**src/logic/key_irq_pkg.sv**
```systemverilog
// Purpose: constants and types for the key input interrupt block
// Assumes: APB with 32-bit data, one register per aligned word
// Notes:   all offsets are byte addresses
package key_irq_pkg;

   // ==========================================================
   // register map
   localparam logic [7:0] GROUP_A_FLAG_ADDR    = 8'h00;
   localparam logic [7:0] GROUP_B_FLAG_ADDR    = 8'h04;
   localparam logic [7:0] GROUP_A_MASK_ADDR    = 8'h08;
   localparam logic [7:0] GROUP_B_MASK_ADDR    = 8'h0c;
   localparam logic [7:0] GROUP_A_COMPARE_ADDR = 8'h10;
   localparam logic [7:0] PIN_STATE_ADDR       = 8'h14;
   localparam logic [7:0] IRQ_STATUS_ADDR      = 8'h18;
   localparam logic [7:0] IRQ_MASK_ADDR        = 8'h1c;

   // ==========================================================
   // field layout and reset values
   localparam int          GROUP_PINS      = 4;
   localparam int          ALL_PINS        = 2 * GROUP_PINS;
   localparam int          EVT_A_BIT       = 0;
   localparam int          EVT_B_BIT       = 1;
   localparam logic [3:0]  MASK_RESET      = 4'h0;
   localparam logic [3:0]  COMPARE_RESET   = 4'h0;
   localparam logic [7:0]  PIN_RESET       = 8'hff;
   localparam logic [1:0]  EVT_RESET       = 2'h0;
   localparam logic [31:0] RDATA_ZERO      = 32'h0000_0000;

   // ==========================================================
   // state of the block, registered as one word
   typedef struct packed {
      logic [7:0]  sync1;
      logic [7:0]  sync2;
      logic [7:0]  sync3;
      logic [7:0]  pin;
      logic        cond_a;
      logic        cond_b;
      logic        group_a_irq_flag;
      logic        group_b_irq_flag;
      logic [3:0]  group_a_irq_mask_bits;
      logic [3:0]  group_b_irq_mask_bits;
      logic [3:0]  group_a_compare_level_bits;
      logic [1:0]  irq_status;
      logic [1:0]  irq_mask;
      logic        irq;
      logic        group_a_req;
      logic        group_b_req;
      logic        pready;
      logic        pslverr;
      logic [31:0] prdata;
   } key_state_t;

endpackage : key_irq_pkg

```
**src/logic/key_irq.sv**
```systemverilog
// Purpose: key input pin interrupt logic with an APB register file
// Assumes: pins are asynchronous; one clock clk_sys at 100 MHz
// Notes:   no wait state on any APB access; ready in the first access cycle
//
// Behaviour
// - falling-edge pin sets flag on high-to-low
// - rising-edge pin sets flag on low-to-high
// - active level is low or high per edge
// - mask re-set at active level sets flag
// - compare rewrite at active level may set
// - reading flag clears it; reset clears too
// - masks read/write, one enables, reset zero
// - group a flags unmasked compare mismatch
// - group b flags unmasked falling edge
`timescale 1ns/10ps

module key_irq
   import key_irq_pkg::*;
(
   input  wire logic        clk_sys,
   input  wire logic        rstn,
   input  wire logic [3:0]  group_a_input_pins,
   input  wire logic [3:0]  group_b_input_pins,
   input  wire logic        psel,
   input  wire logic        penable,
   input  wire logic        pwrite,
   input  wire logic [7:0]  paddr,
   input  wire logic [31:0] pwdata,
   output logic      [31:0] prdata,
   output logic             pready,
   output logic             pslverr,
   output logic             group_a_irq_req,
   output logic             group_b_irq_req,
   output logic             irq
);

   // ==========================================================
   // reset release
   logic [1:0]  rst_sync;
   logic        rst_ok;

   always_ff @(posedge clk_sys or negedge rstn)
   begin
      if (!rstn)
         rst_sync <= 2'h0;
      else
         rst_sync <= {rst_sync[0], 1'b1};
   end

   assign rst_ok = rst_sync[1];

   // ==========================================================
   // state
   key_state_t  state;
   key_state_t  next_state;

   logic [7:0]  agree;
   logic        cond_a;
   logic        cond_b;
   logic        set_a;
   logic        set_b;
   logic        access;
   logic        rd_done;
   logic        wr_done;
   logic        hit;
   logic [31:0] rd_word;

   // ==========================================================
   // next state
   always_comb
   begin
      next_state = state;

      // three-stage pin capture
      next_state.sync1 = {group_b_input_pins, group_a_input_pins};
      next_state.sync2 = state.sync1;
      next_state.sync3 = state.sync2;
      // a pin changes only once stages two and three agree
      agree = ~(state.sync2 ^ state.sync3);
      next_state.pin = (agree & state.sync3) | (~agree & state.pin);

      // a compare bit of 1 expects high: its active level is low
      // and the flag comes on the falling edge, else the rising
      cond_a = |(state.group_a_irq_mask_bits &
                 (state.pin[GROUP_PINS-1:0] ^
                  state.group_a_compare_level_bits));
      // group b is active low
      cond_b = |(state.group_b_irq_mask_bits &
                 ~state.pin[ALL_PINS-1:GROUP_PINS]);
      next_state.cond_a = cond_a;
      next_state.cond_b = cond_b;
      // condition rising covers the pin edge, a mask being
      // set while active and a compare rewrite while active
      set_a = cond_a & ~state.cond_a;
      set_b = cond_b & ~state.cond_b;

      // ---------------- apb decode
      access  = psel & penable & state.pready;
      rd_done = access & ~pwrite;
      wr_done = access & pwrite & ~state.pslverr;
      hit     = 1'b1;
      rd_word = RDATA_ZERO;
      unique case (paddr)
         GROUP_A_FLAG_ADDR:
            rd_word[0] = state.group_a_irq_flag;
         GROUP_B_FLAG_ADDR:
            rd_word[0] = state.group_b_irq_flag;
         GROUP_A_MASK_ADDR:
            rd_word[GROUP_PINS-1:0] = state.group_a_irq_mask_bits;
         GROUP_B_MASK_ADDR:
            rd_word[GROUP_PINS-1:0] = state.group_b_irq_mask_bits;
         GROUP_A_COMPARE_ADDR:
            rd_word[GROUP_PINS-1:0] = state.group_a_compare_level_bits;
         PIN_STATE_ADDR:
            rd_word[ALL_PINS-1:0] = state.pin;
         IRQ_STATUS_ADDR:
            rd_word[1:0] = state.irq_status;
         IRQ_MASK_ADDR:
            rd_word[1:0] = state.irq_mask;
         default:
            hit = 1'b0;
      endcase

      // answer in the cycle after setup
      next_state.pready = psel & ~penable;
      if (psel & ~penable)
      begin
         next_state.pslverr = ~hit;
         next_state.prdata  = pwrite ? RDATA_ZERO : rd_word;
      end
      else if (access)
      begin
         next_state.pslverr = 1'b0;
      end

      // ---------------- flags: set beats the read clear, and
      // a read clears only what it returned so no set is lost
      next_state.group_a_irq_flag = set_a | (state.group_a_irq_flag &
         ~(rd_done & (paddr == GROUP_A_FLAG_ADDR) &
           state.prdata[0]));
      next_state.group_b_irq_flag = set_b | (state.group_b_irq_flag &
         ~(rd_done & (paddr == GROUP_B_FLAG_ADDR) &
           state.prdata[0]));

      // ---------------- writes
      if (wr_done)
      begin
         unique case (paddr)
            GROUP_A_MASK_ADDR:
               next_state.group_a_irq_mask_bits =
                  pwdata[GROUP_PINS-1:0];
            GROUP_B_MASK_ADDR:
               next_state.group_b_irq_mask_bits =
                  pwdata[GROUP_PINS-1:0];
            GROUP_A_COMPARE_ADDR:
               next_state.group_a_compare_level_bits =
                  pwdata[GROUP_PINS-1:0];
            IRQ_MASK_ADDR:
               next_state.irq_mask = pwdata[1:0];
            default:
               next_state.irq_mask = state.irq_mask;
         endcase
      end

      // ---------------- sticky events, write one to clear
      next_state.irq_status = state.irq_status &
         ~((wr_done && paddr == IRQ_STATUS_ADDR) ?
           pwdata[1:0] : EVT_RESET);
      next_state.irq_status[EVT_A_BIT] =
         next_state.irq_status[EVT_A_BIT] | set_a;
      next_state.irq_status[EVT_B_BIT] =
         next_state.irq_status[EVT_B_BIT] | set_b;
      next_state.irq = |(next_state.irq_status & next_state.irq_mask);

      // cpu request per group
      next_state.group_a_req = next_state.group_a_irq_flag &
         (|next_state.group_a_irq_mask_bits);
      next_state.group_b_req = next_state.group_b_irq_flag &
         (|next_state.group_b_irq_mask_bits);
   end

   // ==========================================================
   // registers
   always_ff @(posedge clk_sys or negedge rst_ok)
   begin
      if (!rst_ok)
      begin
         state.sync1                      <= PIN_RESET;
         state.sync2                      <= PIN_RESET;
         state.sync3                      <= PIN_RESET;
         state.pin                        <= PIN_RESET;
         state.cond_a                     <= 1'b0;
         state.cond_b                     <= 1'b0;
         state.group_a_irq_flag           <= 1'b0;
         state.group_b_irq_flag           <= 1'b0;
         state.group_a_irq_mask_bits      <= MASK_RESET;
         state.group_b_irq_mask_bits      <= MASK_RESET;
         state.group_a_compare_level_bits <= COMPARE_RESET;
         state.irq_status                 <= EVT_RESET;
         state.irq_mask                   <= EVT_RESET;
         state.irq                        <= 1'b0;
         state.group_a_req                <= 1'b0;
         state.group_b_req                <= 1'b0;
         state.pready                     <= 1'b0;
         state.pslverr                    <= 1'b0;
         state.prdata                     <= RDATA_ZERO;
      end
      else
         state <= next_state;
   end

   // ==========================================================
   // outputs
   assign prdata          = state.prdata;
   assign pready          = state.pready;
   assign pslverr         = state.pslverr;
   assign group_a_irq_req = state.group_a_req;
   assign group_b_irq_req = state.group_b_req;
   assign irq             = state.irq;

endmodule : key_irq

```
**config.mk**
```make
export PLATFORM = sky130hd
export DESIGN_NAME = key_irq
export DESIGN_NICKNAME = d
export VERILOG_FILES = /design/src/logic/key_irq_pkg.sv /design/src/logic/key_irq.sv
export SDC_FILE = /design/constraint.sdc
export NUM_CORES = 1
export LEC_CHECK = 0
export ABC_AREA = 1
export BUFFER_PORTS_ARGS = -buffer_cell sky130_fd_sc_hd__buf_2
export CORE_ASPECT_RATIO = 0.5
export CORE_MARGIN = 2
export CORE_UTILIZATION = 56
export DETAILED_ROUTE_END_ITERATION = 12
export PLACE_DENSITY = 0.86
export REMOVE_ABC_BUFFERS = 1
export SKIP_CTS_REPAIR_TIMING = 1
export SYNTH_ARGS = -nofsm -noshare
export SYNTH_HDL_FRONTEND = slang
export SYNTH_SLANG_ARGS = --single-unit
```
**constraint.sdc**
```tcl
create_clock -name clk_sys -period 5.6 [get_ports clk_sys]
set_input_delay 1.4 -clock clk_sys [delete_from_list [all_inputs] [get_ports clk_sys]]
set_output_delay 1.4 -clock clk_sys [all_outputs]
set_load 0.02 [all_outputs]
```
==> results.py <==
metrics = {
    "status": {
        "run_status": "completed",
    },
    "cells_and_area": {
        "area_growth_syn_to_layout_pct": 10.2,
        "fillerInstances": 477,
        "combined_flip_flop_and_latch_cell_area_um2": 1720,
        "design.final.nets": 435,
        "inserted_diodes": 0,
        "multi_input_area_um2": 1060,
        "drive_above_1_share": 0.282,
    },
    "timing": {
        "setup_total_negative_slack_ns": 0,
        "fmax_mhz": 424,
        "fin_hold_ws_ns": 0.352,
        "timing_hold_violations_final": 0,
        "layout_worst_path_cycle_share": 0.421,
        "period_needed_ns": 2.36,
        "worstMarginPinSlew_ns": 0.567,
        "report.final.slew_viol_count": 0,
        "rsz_0062_raised_after_global_routing": "no",
        "slew_headroom": 0.622,
        "final_setup_violations": 0,
        "finClkSkew_ns": 0.00818,
    },
    "detailed_routing": {
        "avgRoutedWirePerCell_um": 11.4,
        "routed_wirelength_mm": 5.26,
        "remaining_drc_errors": 0,
        "ant_nets": 0,
        "routed_via_density": 4.75,
        "initial_drc_count": 157,
        "dr.pass1.iters": 4,
        "via_count": 2183,
    },
    "synth": {
        "post_synth_mux_area_share": 0,
        "yosysTopAreaCell": "sky130_fd_sc_hd__dfrtp_1",
        "synth_compound_area_frac": 0.0457,
        "synth-warning-count": 0,
        "synth-simple-area-share": 0.237,
        "post-synth-top-area-fraction": 0.280,
        "synthCells": 343,
        "synth.ff_latch_count": 67,
        "mean_instance_size_in_the_synthesized_netlist_um2": 9.10,
        "area_contributors_post_synth": "sky130_fd_sc_hd__dfrtp_1 (28%), sky130_fd_sc_hd__dfstp_2 (27%), sky130_fd_sc_hd__nand2_1 (12%)",
        "synthAdderAreaFrac": 0.0256,
        "post_synth_num_cell_types": 26,
        "synth_sequential_area_ratio": 0.550,
        "synth_xor_area_frac": 0,
        "mappedNetlistArea_um2": 3120,
        "synth_top_family_by_area": "simple AND/OR/NAND/NOR gates",
    },
    "critical_path": {
        "largest_fanout_on_the_critical_path": 13,
        "critical_path.reg2reg.startpoint": "pslverr",
        "crit_path_start_kind": "input pin",
        "worstPathBufferInverterCount": 1,
        "cp_launch_point": "penable",
        "critical_path.endpoint_type": "flop",
        "critical_path_class": "in -> reg",
        "worstReg2RegEnd": "group_a_irq_req",
        "cpMaxStageDelayCell": "sky130_fd_sc_hd__nor2_4",
        "cp_data_required_time_ns": 5.87,
        "reg2reg_depth": 9,
        "critPathCapture": "group_a_irq_req",
        "cp_cell_sequence": "buf_2 > nand3_2 > nor2_4 > nand3_1 > nand2_1 > nand2_1 > nand2_1 > nor2_1 > nor2_1",
        "critical_path.top_delay_family": "simple AND/OR/NAND/NOR gates",
        "critPathMaxStageDelay_ns": 0.34,
        "cp_num_cells": 9,
        "critical_path_arrival_ns": 2.63,
        "critical-path-top-cell-by-count": "sky130_fd_sc_hd__nand2_1",
        "ff2ff_setup_slack_ns": 3.99,
    },
    "clock_tree": {
        "clock_sinks": 67,
        "cts_root_buf": "sky130_fd_sc_hd__clkbuf_8",
        "clk_transition_reported_paths_ns": 0.07,
        "htreeDepth": 3,
        "clockBufferDepth": 2,
        "clk-insertion-delay-late_ns": 0.34,
        "cts-buffers-inserted": 9,
        "cts_tree": "yes",
    },
    "global_routing": {
        "largest_net_degree_at_the_start_of_global_routing": 48,
        "grt_usage": 0.192,
        "grt-ovfl-total": 0,
        "antenna_found_initial": 0,
        "first_global_vias": 2015,
        "grt_pass1_wl_mm": 8.91,
    },
    "die": {
        "die_area_um2": 6230,
        "placement_rows": 19,
        "number_of_ports_placed_on_the_die_boundary": 90,
        "starting_density_of_the_core": 0.576,
        "core_area_um2": 5420,
        "chipHeight_um": 56.8,
        "die_outline_width_um": 110,
    },
    "placement": {
        "globalplace.congestion": 0.869,
        "place.port_buffers": 37,
        "hpwl_reported_at_the_end_of_detailed_placement_mm": 3.88,
    },
    "hold_path": {
        "worstHoldPathType": "reg -> reg",
    },
    "pwr": {
        "power.density_cell_area_nw_per_um2": 286,
        "vdd_drop_max_mv": 0.199,
        "cellLeakagePower_uw": 0.00177,
    },
    "run": {
        "cap_violations": 0,
    },
}
==> worst min-delay path by stage <==
stage | slack (ns) | from | cells after the start | endpoint
2_1_floorplan | 0.33 | rst_sync[0] | 0 | rst_sync[1]
3_3_place_gp | 0.34 | rst_sync[0] | 0 | rst_sync[1]
3_5_place_dp | 0.34 | rst_sync[0] | 0 | rst_sync[1]
4_1_cts | 0.36 | next_state[73] | 0 | next_state[65]
5_1_grt | 0.36 | next_state[74] | 0 | next_state[66]
6_report | 0.35 | next_state[73] | 0 | next_state[65]
==> power by group <==
group | switching, uW | total, uW | internal [uW]
Clock | 173 | 384 | 211
Combinational | 51.5 | 72.7 | 21.2
Sequential | 13.4 | 528 | 515
Total | 238 | 985 | 747
==> per-stage QoR <==
step	cell area [um2]	setup slack (ns)	cells	util	power, uW
detailed placement	3240	2.91	444	0.598	610
global route	3440	3.15	460	0.635	1030
floorplan	2960	3.29	333	-	584
global placement	3240	2.92	444	0.598	607
CTS	3440	3.27	460	0.635	999
finish	3440	3.24	460	0.635	985
==> cell usage in the layout, fill, tap and decap left out, drive strengths merged <==
cell type / count
clkinv: 3
clkbuf: 13
o22ai: 2
buf: 38
dfstp: 32
o21ai: 20
nor2: 33
dfrtp: 35
nand3: 19
inv: 49
conb: 25
a21boi: 1
a41oi: 1
maj3: 8
nor4: 1
nand2: 105
a21oi: 2
==> area by class of cell <==
| type | count | area share |
|---|---|---|
| clock inverter | 3 | 0.00545 |
| sequential | 67 | 0.499 |
| multi-input combinational | 217 | 0.307 |
| tap | 73 | 0.0265 |
| timing repair buffer | 38 | 0.0560 |
| clock buffer | 13 | 0.0523 |
| inverter | 49 | 0.0534 |
==> cells by family after synthesis <==
| family | count (synthesis) |
|---|---|
| compound gates | 26 |
| fa+ha+maj | 8 |
| buf+inv | 82 |
| flops | 67 |
| other cells | 2 |
| simple gates | 158 |
==> routing by layer <==
layer  up-vias  track usage  routed length (um)
li1       1073            -                   -
met1      1005        0.256                2400
met2        98        0.283                2250
met3         7       0.0767                 530
met4         0       0.0723                  79
met5         -            0                   0
==> Yosys cell counts <==
master	count
sky130_fd_sc_hd__nand2_1	98
sky130_fd_sc_hd__o21ai_0	9
sky130_fd_sc_hd__conb_1	2
sky130_fd_sc_hd__dfstp_2	32
sky130_fd_sc_hd__nor2_4	6
sky130_fd_sc_hd__a41oi_1	1
sky130_fd_sc_hd__nor4_1	1
sky130_fd_sc_hd__nand2_2	4
sky130_fd_sc_hd__buf_6	1
sky130_fd_sc_hd__inv_1	47
sky130_fd_sc_hd__o21ai_2	1
sky130_fd_sc_hd__nor2_8	1
sky130_fd_sc_hd__o21ai_1	10
sky130_fd_sc_hd__o22ai_1	2
sky130_fd_sc_hd__nand2_4	3
sky130_fd_sc_hd__a21boi_0	1
sky130_fd_sc_hd__dfrtp_1	35
sky130_fd_sc_hd__nor2_2	4
sky130_fd_sc_hd__inv_2	2
sky130_fd_sc_hd__nand3_4	1
sky130_fd_sc_hd__buf_4	32
sky130_fd_sc_hd__nor2_1	22
sky130_fd_sc_hd__nand3_2	1
sky130_fd_sc_hd__a21oi_1	2
sky130_fd_sc_hd__nand3_1	17
sky130_fd_sc_hd__maj3_1	8
Power figures use the tool's default switching activity.
